==> src/include/qrc_pkg.sv <==
package qrc_pkg;

  // ----------------------------------------------------------------
  // Bus geometry
  // ----------------------------------------------------------------
  localparam int ADDR_W = 3;
  localparam int DATA_W = 16;

  // ----------------------------------------------------------------
  // Register offsets
  // ----------------------------------------------------------------
  localparam logic [2:0] OFS_CTRL = 3'h0;
  localparam logic [2:0] OFS_POS = 3'h1;
  localparam logic [2:0] OFS_REV = 3'h2;
  localparam logic [2:0] OFS_MAXPOS = 3'h3;
  localparam logic [2:0] OFS_POSCMP = 3'h4;
  localparam logic [2:0] OFS_SHRCMP = 3'h5;
  localparam logic [2:0] OFS_FLAGS = 3'h6;
  localparam logic [2:0] OFS_IRQEN = 3'h7;

  // ----------------------------------------------------------------
  // Control register fields
  // ----------------------------------------------------------------
  localparam int CTL_POSMODE = 0;
  localparam int CTL_REVMODE = 2;
  localparam int CTL_CLRGATE = 4;
  localparam int CTL_MASK = 5;
  localparam int CTL_RSEL = 7;
  localparam int CTL_SWAP = 8;
  localparam int CTL_W = 9;

  // ----------------------------------------------------------------
  // Flag and enable bits
  // ----------------------------------------------------------------
  localparam int FLG_CDC = 0;
  localparam int FLG_IDX = 1;
  localparam int FLG_OVF = 2;
  localparam int FLG_UNF = 3;
  localparam int FLG_SHR = 4;
  localparam int FLG_POS = 5;
  localparam int FLG_DUAL = 6;
  localparam int FLG_OOR = 7;
  localparam int FLG_DIR = 8;
  localparam int FLG_N = 8;
  localparam int EN_CDC = 0;
  localparam int EN_WRAP = 1;
  localparam int EN_SHR = 2;
  localparam int EN_POS = 3;
  localparam int EN_DUAL = 4;
  localparam int EN_OOR = 5;
  localparam int EN_N = 6;

  // ----------------------------------------------------------------
  // Reset values and constants
  // ----------------------------------------------------------------
  localparam logic [DATA_W-1:0] RST_ZERO = 16'h0000;
  localparam logic [DATA_W-1:0] RST_MAXPOS = 16'hFFFF;
  localparam logic [DATA_W-1:0] ONE = 16'h0001;
  localparam logic [DATA_W-1:0] ALL_ONES = 16'hFFFF;
  localparam logic [1:0] MASK_NONE = 2'h0;

  // ----------------------------------------------------------------
  // Modes
  // ----------------------------------------------------------------
  typedef enum logic [1:0] {
    REV_OFF = 2'b00,
    REV_INDEX = 2'b01,
    REV_WRAP = 2'b10,
    REV_BOTH = 2'b11
  } qrc_rev_e;

  typedef enum logic [1:0] {
    POS_OFF = 2'b00,
    POS_UPDN = 2'b01,
    POS_PHASE = 2'b10,
    POS_DIR = 2'b11
  } qrc_pos_e;

endpackage : qrc_pkg

==> src/verilog/qrc_counter.sv <==
// Contract
// - Mode 00: revolution count frozen; index clear and overflow reset the position.
// - Mode 01 with index clear: revolution moves on index edges only.
// - Mode 01: index edge counts up when direction is 0, down when 1.
// - Mode 01: overflow keeps position counting upward and sets overflow flag.
// - Index coinciding with a count step follows that step's direction.
// - Index with A and B edges together uses the stored direction.
// - Mode 10: revolution counts on overflow/underflow only; index ignored.
// - Mode 11: up on index while incrementing or overflow; down likewise.
// - Mode 11 with index clear: position resets on index or overflow.
// - Interrupt asserts when any flag and its enable are both 1.
// - Underflow below zero reloads maximum; passing maximum wraps to zero except in mode 01.
// - Modes 00, 10, 11: overflow sets flag and resets position.
// - Mode 10: underflow decrements revolution and sets underflow flag.
// - Reset mask acts only in modes 00 and 11, any position mode.
// - Index, overflow or underflow loads mask counter from mask field.
// - Same-direction counts decrement mask; nonzero mask suppresses index resets and revolutions.
// - Direction inversion forces mask counter to zero.
// - Mode field or direction change releases an active mask.
// - While masked, overflow clears and underflow reloads, flags set, revolutions held.
// - Direction comes only from phase A and B; index never alters it.
// - Index is a clear when select bit is 0, a count gate when 1.
`timescale 1ns/1ps
`default_nettype none

module qrc_counter
  import qrc_pkg::*;
(
  // Clock and reset
  input wire logic mclk,
  input wire logic rst_n,
  // Encoder pins
  input wire logic phaseA,
  input wire logic phaseB,
  input wire logic indexIn,
  // Register port
  input wire logic [ADDR_W-1:0] addr,
  input wire logic [DATA_W-1:0] wrData,
  input wire logic wrStb,
  input wire logic rdStb,
  output logic [DATA_W-1:0] rdData,
  // Status
  output logic irq,
  output logic [DATA_W-1:0] posCount,
  output logic [DATA_W-1:0] revCount
);

  // ----------------------------------------------------------------
  // Registers
  // ----------------------------------------------------------------
  logic [CTL_W-1:0] ctrl_r;
  logic [DATA_W-1:0] pos_r, pos_nxt;
  logic [DATA_W-1:0] rev_r, rev_nxt;
  logic [DATA_W-1:0] maxPos_r, posCmp_r, shrCmp_r;
  logic [FLG_N-1:0] flags_r, flagSet;
  logic [EN_N-1:0] irqEn_r;
  logic [DATA_W-1:0] rdData_r;
  logic [1:0] maskCnt_r;
  logic dir_r;
  logic [CTL_W-1:0] ctrlPrev_r;
  logic [2:0] sync1_r, sync2_r;
  logic aPrev_r, bPrev_r, zPrev_r;

  qrc_pos_e posMode;
  qrc_rev_e revMode;
  logic clearSel, maskable, maskActive, modeChange;
  logic phase_a_input, phase_b_input, index_input, aRise, aFall, bRise, bFall, aEdge, bEdge, zRise;
  logic stepUp, stepDn, posStep, inversion, idxEv, idxUp;
  logic ovf, unf, revInc, revDec, wrPos, wrRev, wrFlags;

  assign posMode = qrc_pos_e'(ctrl_r[CTL_POSMODE +: 2]);
  assign revMode = qrc_rev_e'(ctrl_r[CTL_REVMODE +: 2]);
  assign clearSel = ~ctrl_r[CTL_CLRGATE];
  assign wrPos = wrStb && (addr == OFS_POS) && (posMode == POS_OFF);
  assign wrRev = wrStb && (addr == OFS_REV) && (revMode == REV_OFF);
  assign wrFlags = wrStb && (addr == OFS_FLAGS);

  // ----------------------------------------------------------------
  // Input synchroniser and edge detect
  // ----------------------------------------------------------------
  always_ff @(posedge mclk) begin
    if (!rst_n) begin
      sync1_r <= 3'h0;
      sync2_r <= 3'h0;
    end else begin
      sync1_r <= {indexIn, phaseB, phaseA};
      sync2_r <= sync1_r;
    end
  end

  assign phase_a_input = ctrl_r[CTL_SWAP] ? sync2_r[1] : sync2_r[0];
  assign phase_b_input = ctrl_r[CTL_SWAP] ? sync2_r[0] : sync2_r[1];
  assign index_input = sync2_r[2];

  always_ff @(posedge mclk) begin
    if (!rst_n) begin
      aPrev_r <= 1'b0;
      bPrev_r <= 1'b0;
      zPrev_r <= 1'b0;
    end else begin
      aPrev_r <= phase_a_input;
      bPrev_r <= phase_b_input;
      zPrev_r <= index_input;
    end
  end

  assign aRise = phase_a_input & ~aPrev_r;
  assign aFall = ~phase_a_input & aPrev_r;
  assign bRise = phase_b_input & ~bPrev_r;
  assign bFall = ~phase_b_input & bPrev_r;
  assign aEdge = aRise | aFall;
  assign bEdge = bRise | bFall;
  assign zRise = index_input & ~zPrev_r;

  // ----------------------------------------------------------------
  // Position step decode
  // ----------------------------------------------------------------
  always_comb begin
    stepUp = 1'b0;
    stepDn = 1'b0;
    if (!(aEdge && bEdge) && (clearSel || index_input)) begin
      case (posMode)
        POS_UPDN: begin
          stepUp = aRise;
          stepDn = bRise;
        end
        POS_PHASE: begin
          if (aEdge) begin
            stepUp = aRise ? ~phase_b_input : phase_b_input;
            stepDn = aRise ? phase_b_input : ~phase_b_input;
          end else if (bEdge) begin
            stepUp = bRise ? phase_a_input : ~phase_a_input;
            stepDn = bRise ? ~phase_a_input : phase_a_input;
          end
        end
        POS_DIR: begin
          stepUp = bRise & phase_a_input;
          stepDn = bRise & ~phase_a_input;
        end
        default: begin
          stepUp = 1'b0;
          stepDn = 1'b0;
        end
      endcase
    end
  end

  assign posStep = stepUp | stepDn;
  assign inversion = posStep && (stepDn != dir_r);
  assign idxEv = zRise && clearSel;
  assign idxUp = posStep ? stepUp : ~dir_r;
  assign ovf = stepUp && (pos_r == maxPos_r);
  assign unf = stepDn && (pos_r == RST_ZERO);
  assign maskable = (revMode == REV_OFF) || (revMode == REV_BOTH);
  assign maskActive = maskable && (maskCnt_r != MASK_NONE) && !inversion;
  assign modeChange = ctrlPrev_r[3:0] != ctrl_r[3:0];

  // ----------------------------------------------------------------
  // Direction bit
  // ----------------------------------------------------------------
  always_ff @(posedge mclk) begin
    if (!rst_n) begin
      dir_r <= 1'b0;
    end else if (posStep) begin
      dir_r <= stepDn;
    end
  end

  // ----------------------------------------------------------------
  // Position counter
  // ----------------------------------------------------------------
  always_comb begin
    pos_nxt = pos_r;
    if (wrPos) begin
      pos_nxt = wrData;
    end else if (ovf) begin
      pos_nxt = (revMode == REV_INDEX) ? pos_r + ONE : RST_ZERO;
    end else if (unf) begin
      pos_nxt = maxPos_r;
    end else if (idxEv && revMode != REV_WRAP && !maskActive) begin
      pos_nxt = RST_ZERO;
    end else if (stepUp) begin
      pos_nxt = pos_r + ONE;
    end else if (stepDn) begin
      pos_nxt = pos_r - ONE;
    end
  end

  always_ff @(posedge mclk) begin
    if (!rst_n) begin
      pos_r <= RST_ZERO;
    end else begin
      pos_r <= pos_nxt;
    end
  end

  // ----------------------------------------------------------------
  // Revolution counter
  // ----------------------------------------------------------------
  always_comb begin
    revInc = 1'b0;
    revDec = 1'b0;
    case (revMode)
      REV_INDEX: begin
        revInc = idxEv && idxUp;
        revDec = idxEv && !idxUp;
      end
      REV_WRAP: begin
        revInc = ovf;
        revDec = unf;
      end
      REV_BOTH: begin
        revInc = !maskActive && ((idxEv && idxUp) || ovf);
        revDec = !maskActive && ((idxEv && !idxUp) || unf);
      end
      default: begin
        revInc = 1'b0;
        revDec = 1'b0;
      end
    endcase
  end

  always_comb begin
    rev_nxt = rev_r;
    if (wrRev) begin
      rev_nxt = wrData;
    end else if (revInc) begin
      rev_nxt = rev_r + ONE;
    end else if (revDec) begin
      rev_nxt = rev_r - ONE;
    end
  end

  always_ff @(posedge mclk) begin
    if (!rst_n) begin
      rev_r <= RST_ZERO;
    end else begin
      rev_r <= rev_nxt;
    end
  end

  // ----------------------------------------------------------------
  // Reset mask counter
  // ----------------------------------------------------------------
  always_ff @(posedge mclk) begin
    if (!rst_n) begin
      maskCnt_r <= MASK_NONE;
      ctrlPrev_r <= '0;
    end else begin
      ctrlPrev_r <= ctrl_r;
      if (inversion || modeChange || !maskable) begin
        maskCnt_r <= MASK_NONE;
      end else if (idxEv || ovf || unf) begin
        maskCnt_r <= ctrl_r[CTL_MASK +: 2];
      end else if (posStep && maskCnt_r != MASK_NONE) begin
        maskCnt_r <= maskCnt_r - 2'h1;
      end
    end
  end

  // ----------------------------------------------------------------
  // Flags and interrupt
  // ----------------------------------------------------------------
  always_comb begin
    flagSet = '0;
    flagSet[FLG_CDC] = inversion;
    flagSet[FLG_IDX] = idxEv && revMode != REV_WRAP && !maskActive;
    flagSet[FLG_OVF] = ovf;
    flagSet[FLG_UNF] = unf;
    flagSet[FLG_SHR] = ctrl_r[CTL_RSEL] ? (rev_r == shrCmp_r) : (pos_r == shrCmp_r);
    flagSet[FLG_POS] = pos_r == posCmp_r;
    flagSet[FLG_DUAL] = (pos_r == posCmp_r) && (rev_r == shrCmp_r);
    flagSet[FLG_OOR] = (revInc && rev_r == ALL_ONES) || (revDec && rev_r == RST_ZERO);
  end

  always_ff @(posedge mclk) begin
    if (!rst_n) begin
      flags_r <= '0;
    end else if (wrFlags) begin
      flags_r <= (flags_r & wrData[FLG_N-1:0]) | flagSet;
    end else begin
      flags_r <= flags_r | flagSet;
    end
  end

  assign irq = (flags_r[FLG_CDC] & irqEn_r[EN_CDC])
    | (|flags_r[FLG_UNF:FLG_IDX] & irqEn_r[EN_WRAP])
    | (flags_r[FLG_SHR] & irqEn_r[EN_SHR])
    | (flags_r[FLG_POS] & irqEn_r[EN_POS])
    | (flags_r[FLG_DUAL] & irqEn_r[EN_DUAL])
    | (flags_r[FLG_OOR] & irqEn_r[EN_OOR]);

  // ----------------------------------------------------------------
  // Register writes and reads
  // ----------------------------------------------------------------
  always_ff @(posedge mclk) begin
    if (!rst_n) begin
      ctrl_r <= '0;
      maxPos_r <= RST_MAXPOS;
      posCmp_r <= RST_ZERO;
      shrCmp_r <= RST_ZERO;
      irqEn_r <= '0;
    end else if (wrStb) begin
      case (addr)
        OFS_CTRL: ctrl_r <= wrData[CTL_W-1:0];
        OFS_MAXPOS: maxPos_r <= wrData;
        OFS_POSCMP: posCmp_r <= wrData;
        OFS_SHRCMP: shrCmp_r <= wrData;
        OFS_IRQEN: irqEn_r <= wrData[EN_N-1:0];
        default: ctrl_r <= ctrl_r;
      endcase
    end
  end

  always_ff @(posedge mclk) begin
    if (!rst_n) begin
      rdData_r <= RST_ZERO;
    end else if (rdStb) begin
      case (addr)
        OFS_CTRL: rdData_r <= {{(DATA_W-CTL_W){1'b0}}, ctrl_r};
        OFS_POS: rdData_r <= pos_r;
        OFS_REV: rdData_r <= rev_r;
        OFS_MAXPOS: rdData_r <= maxPos_r;
        OFS_POSCMP: rdData_r <= posCmp_r;
        OFS_SHRCMP: rdData_r <= shrCmp_r;
        OFS_FLAGS: rdData_r <= {{(DATA_W-FLG_N-1){1'b0}}, dir_r, flags_r};
        OFS_IRQEN: rdData_r <= {{(DATA_W-EN_N){1'b0}}, irqEn_r};
        default: rdData_r <= RST_ZERO;
      endcase
    end else begin
      rdData_r <= RST_ZERO;
    end
  end

  assign rdData = rdData_r;
  assign posCount = pos_r;
  assign revCount = rev_r;
endmodule : qrc_counter

`default_nettype wire
==> config.mk <==
export PLATFORM = sky130hd
export DESIGN_NAME = qrc_counter
export DESIGN_NICKNAME = d
export VERILOG_FILES = /design/src/include/qrc_pkg.sv /design/src/verilog/qrc_counter.sv
export SDC_FILE = /design/constraint.sdc
export NUM_CORES = 1
export LEC_CHECK = 0
export BUFFER_PORTS_ARGS = -buffer_cell sky130_fd_sc_hd__buf_2
export CORE_ASPECT_RATIO = 0.6
export CORE_UTILIZATION = 61
export DETAILED_ROUTE_END_ITERATION = 7
export PLACE_DENSITY = 0.81
export SLEW_MARGIN = 20
export SYNTH_ARGS = -nofsm -noshare
export SYNTH_HDL_FRONTEND = slang
export SYNTH_SLANG_ARGS = --single-unit
==> constraint.sdc <==
create_clock -name mclk -period 6.1 [get_ports mclk]
set_clock_uncertainty 0.05 [all_clocks]
set_input_delay 1.22 -clock mclk [delete_from_list [all_inputs] [get_ports mclk]]
set_output_delay 1.22 -clock mclk [all_outputs]
set_load 0.1 [all_outputs]
# == Word-level counts from Yosys, hierarchy flattened ==
# Cells that the tools add are included.
# totals
register_bits,135
latch_bits,0
ramBits,0
romBits,0
in_bits,26
output_inout_bits,49
wordCells,161
n_memories,0
# op_classes
addsub,5
multipliers,0
div,0
order_cmp,0
n_eq_ne,21
shifts,0
n_mux,32
bitwise,32
n_reduce_logical,54
# op_table
operator,count
two-way mux 16 bit,10
case mux 16 bit (8 select lines),1
equality test 16 bit,4
adder 16 x 1 -> 16 bit (second input constant),2
logical NOT 16 bit,2
subtractor 16 x 1 -> 16 bit (second input constant),2
logical AND 1 bit,23
equality test 16 bit (second input constant),1
OR 8 bit,2
two-way mux 1 bit,14
AND 1 bit,13
equality test 3 bit (second input constant),4
case mux 1 bit (3 select lines),4
AND reduction 2 bit,6
logical OR 1 bit,9
AND 8 bit,1
equality test 2 bit (second input constant),4
two-way mux 8 bit,1
inverter 1 bit,8
OR 1 bit,8
equality test 3 x 2 -> 1 bit (second input constant),2
nonzero test 6 bit,1
logical NOT 1 bit,5
equality test 2 x 1 -> 1 bit (second input constant),2
12 further kinds,15

# == Longest topological paths before layout ==
# depth
depth_word,19
mapped_depth,21
depth_no_buf,20

# == Worst setup path after synthesis ==
# No wires, ideal clock.
# synth_path
path_kind,register to register
start,"reg pos_r[15], in the netlist posCount[15]"
end,"reg rev_r[14], in the netlist revCount[14]"
setup_time_ps,133
arrival_time_ps,4829
t_required_ps,5917
path_slack_ps,1088
stages_incl_launch_ff,18
n_path_buf,1
period_less_slack_ps,5012
path_cell_list,dfxtp_1 clkbuf_1 xnor2_1 nand4_1 nor4_1 a21oi_1 a2bb2oi_1 nor2_1 inv_1 ha_1 o21ai_0 a21oi_1 o2111ai_1 a21oi_1 o41ai_1 mux2i_1 a21o_1 a31oi_1
# synth_via
elab_chain_cells,7
elab_cells_between_ends,13
classes_between,eq/ne (1); mux (4); reduce/logical (8)
# synth_rtl
item,line,source
from (decl),qrc_counter.sv:52,"logic [DATA_W-1:0] pos_r, pos_nxt;"
from (signal assigned),qrc_counter.sv:193,pos_r <= pos_nxt;
equality test 16 bit,qrc_counter.sv:152,assign ovf = stepUp && (pos_r == maxPos_r);
logical AND 1 bit,qrc_counter.sv:152,
logical OR 1 bit,qrc_counter.sv:213,revInc = !maskActive && ((idxEv && idxUp) || ovf);
logical AND 1 bit,qrc_counter.sv:213,
case mux 1 bit (3 select lines),qrc_counter.sv:203,case (revMode)
two-way mux 16 bit,qrc_counter.sv:227,end else if (revInc) begin
two-way mux 16 bit,qrc_counter.sv:225,if (wrRev) begin
to (signal assigned),qrc_counter.sv:238,rev_r <= rev_nxt;
to (decl),qrc_counter.sv:53,"logic [DATA_W-1:0] rev_r, rev_nxt;"
# Parallel ways exist; a longest one is shown, timed or not.
# A chain may end at the register's enable or synchronous reset.

# == Worst setup path after layout ==
# layout_path
start,reg ctrl_r[8]
end,"reg rev_r[15], in the netlist revCount[15]"
# layout_via
elab_chain_cells,17
elab_cells_between_ends,48
classes_between,eq/ne (1); mux (19); bitwise (11); reduce/logical (17)
# layout_rtl
item,line,source
from (decl),qrc_counter.sv:51,logic [CTL_W-1:0] ctrl_r;
from (signal assigned),qrc_counter.sv:305,OFS_CTRL: ctrl_r <= wrData[CTL_W-1:0];
from (signal assigned),qrc_counter.sv:310,default: ctrl_r <= ctrl_r;
two-way mux 1 bit (*),qrc_counter.sv:91,assign phase_a_input = ctrl_r[CTL_SWAP] ? sync2_r[1] : sync2_r[0];
via phase_a_input,qrc_counter.sv:67,"logic phase_a_input, phase_b_input, index_input, aRise, aFall, bRise, bFall, aEdge, bEdge, zRise;"
"parallel branches: the longest is 16 deep, another holds case mux 1 bit (3 select lines)",--,
# Mark *: on every way through the listed nets, which the timed path passes.

==> results.toml <==
[status]
status = "complete, no violations"

[setup_path]
path_class = "flip-flop to flip-flop"
max_stage_delay_ns = 0.44
cp.required_ns = 6.38
cp-end-kind = "flip-flop"
crit_buf_inv = 2
cp.arrival_ns = 5.97
start_kind = "flip-flop"
path_max_fanout = 8
critPathLaunch = "ctrl_r[8]$_SDFFE_PN0P_"
crit_family = "compound AO/OA/AOI/OAI gates"
cp_cell_sequence = "mux2i_1 > inv_1 > ha_1 > nor4b_1 > mux2i_1 > nand3_1 > o211ai_1 > a2bb2oi_1 > nor2_1 > inv_1 > ha_1 > o21ai_0 > o21ai_0 > nand4_1 > a21oi_1 > o211ai_1 > and2_1 > a211o_1 > a311oi_1"
slowest_stage = "mux2i_1"
timing.rr.start = "ctrl_r[8]$_SDFFE_PN0P_"

[sta]
timing.final.crit_share = 0.932
hold_viol = 0
fmax_mhz = 176
fin_setup_tns_ns = 0
worst_pin_slew_ns = 1.04
min_period_ns = 5.68
drv_slew = 0
slew_headroom = 0.302
setup_viol = 0
rsz0062_at_grt = "false"

[cts]
cts-htree-levels = 4
clock_latency_ns = 0.43
ctsHoldBuffers = 0
clock_sinks = 135
cts_made_buffers = 17
root_buffer = "clkbuf_16"
clk_path_buf_depth = 2
clk_pin_slew_ns = 0.07
cts_tree = "yes"

[run]
cap_violations = 0

[yosys]
synth_cells = 1106
synth_nets = 1160
synth_top_area_frac = 0.316
yosys_warnings = 0
yosysTopAreaCell = "dfxtp_1"
netlist_top_cells_area = "dfxtp_1 32%, nand2_1 7.2%, xor2_1 6.5%, a21oi_1 6.0%, ha_1 3.9%"
syn-mean-instance-area_um2 = 7.74
synth-seq-area-share = 0.316
synth.distinct_cells = 69
ys_seq_elements = 135
synth_common_cells = "165 x nand2_1, 135 x dfxtp_1, 103 x a21oi_1"
synth-edff-count = 0
yosysMostFrequentCell = "nand2_1"
synth_area_um2 = 8560
synthArstFlopShare = 0
synth-main-ff-cell = "dfxtp_1"

[global_routing]
track_usage = 0.425
grt-ovfl-total = 0
grt_antenna_before_repair = 0
grt_pass1_vias = 8057
grt_max_degree = 81
grt_pass1_wl_um = 46500

[die]
die_area_um2 = 14500
die_width_um = 155
initial_utilization = 0.626
fp.dieH_um = 93.8
num_rows = 33
coreArea_um2 = 13700
ios = 75

[drt]
postRouteAntennaNets = 0
wl_um = 30500
drt_iter0_drc = 1470
wl_per_cell_um = 22.6
drc_errors = 0
vias = 9141
vias_per_cell = 6.77
drt_first_pass_iters = 8

[placed_design]
gp_congestion = 1.00
dp_hpwl_um = 21500
placed_area_um2 = 9010
portBuffers = 74

[cells_and_area]
area_delta_synth_final_pct = 13.9
drive_above_1_share = 0.135
multi_input_area_um2 = 5460
fill_cells = 1103
final_area_um2 = 9750
nets = 1199
diodes = 0
seq_area_um2 = 2700
fin_util = 0.714

[worst_hold_path]
hold_path_class = "flip-flop to flip-flop"
min_from = "sync1_r[2]$_SDFF_PN0_"

[pwr]
vdd_ir_drop_max_uv = 190
cellLeakagePower_nw = 4.21
p_per_area_nw_per_um2 = 280
-- path summary, 6_finish.rpt --
| kind | slack [ns] | cells past startpoint | endpoint |
|---|---|---|---|
| worst max register to register | 0.42 | 19 | revCount[15]$_SDFFE_PN0P_ |
| worst min register to register | 0.39 | 1 | sync2_r[2]$_SDFF_PN0_ |
| worst min-delay path | 0.39 | 1 | sync2_r[2]$_SDFF_PN0_ |
| worst max-delay path | 0.42 | 19 | revCount[15]$_SDFFE_PN0P_ |
-- metrics by stage --
| step | hold WS [ns] | total power, mW | std cells | setup WS [ns] |
|---|---|---|---|---|
| global placement | 0.364 | 1.44 | 1317 | 0.640 |
| detailed placement | 0.373 | 1.45 | 1317 | 0.405 |
| CTS | 0.390 | 2.70 | 1349 | 0.329 |
| finish | 0.386 | 2.73 | 1350 | 0.415 |
| floorplan | 0.362 | 1.33 | 1106 | 1.09 |
| global route | 0.400 | 2.79 | 1350 | 0.0755 |
-- flip-flops by register name (all words and copies together) (netlist names), 8 cells and up --
name,cells
maxPos_r,16
shrCmp_r,16
posCount,16
revCount,16
flags_r,8
posCmp_r,16
ctrl_r,9
rdData,16
-- final cells by class --
class,count,area share
multi-input combinational,865,0.560
sequential,135,0.277
timing repair buffer,93,0.0526
clock buffer,17,0.0436
clock inverter,15,0.0294
tap,192,0.0246
inverter,33,0.0127
-- logic make-up (layout without fill, tap and decap cells) --
group	Yosys count	count (layout)	share of synthesized area
DFF	135	135	0.316
xor gates and xnor gates	98	98	0.100
AOI/OAI and AO/OA	283	283	0.218
adders and majority gates	28	28	0.0418
muxes	42	42	0.0525
and+or+nand+nor	414	414	0.223
buffers and inverters	106	158	0.0485
-- timing repair --
action,in CTS,in global routing
gates resized for setup,0,3
hold endpoints to repair,0,0
buffers inserted,0,0
endpoints found under the setup margin,0,3
-- report_power, final --
part           switching (mW)  internal, mW
sequential             0.0451         0.911
clock                   0.447         0.823
combinational           0.351         0.153
-- metal layers --
| layer | track usage | up-vias | part of all wire | wire length (um) |
|---|---|---|---|---|
| met5 | 0 | - | 0 | 0 |
| met4 | 0.128 | 0 | 0.023 | 689 |
| met3 | 0.152 | 89 | 0.16 | 5040 |
| met2 | 0.587 | 808 | 0.39 | 12000 |
| met1 | 0.608 | 4202 | 0.42 | 12800 |
| li1 | - | 4042 | - | - |
-- cell usage in the layout, fill, tap and decap left out, types with 8 or more instances in the layout --
master and instances:
a211oi_1 14, a21o_1 11, a21oi_1 103, a221oi_1 14, a22oi_1 22, a31oi_1 8
and2_1 16, buf_2 74, buf_4 19, clkbuf_16 17, dfxtp_1 135, ha_1 27
inv_1 32, mux2_2 13, mux2i_1 27, nand2_1 165, nand3_1 57, nand4_1 17
nor2_1 81, nor3_1 25, nor4_1 22, o21ai_0 34, o221ai_1 11, xnor2_1 34
xor2_1 64
(Power assumes the default switching activity.)
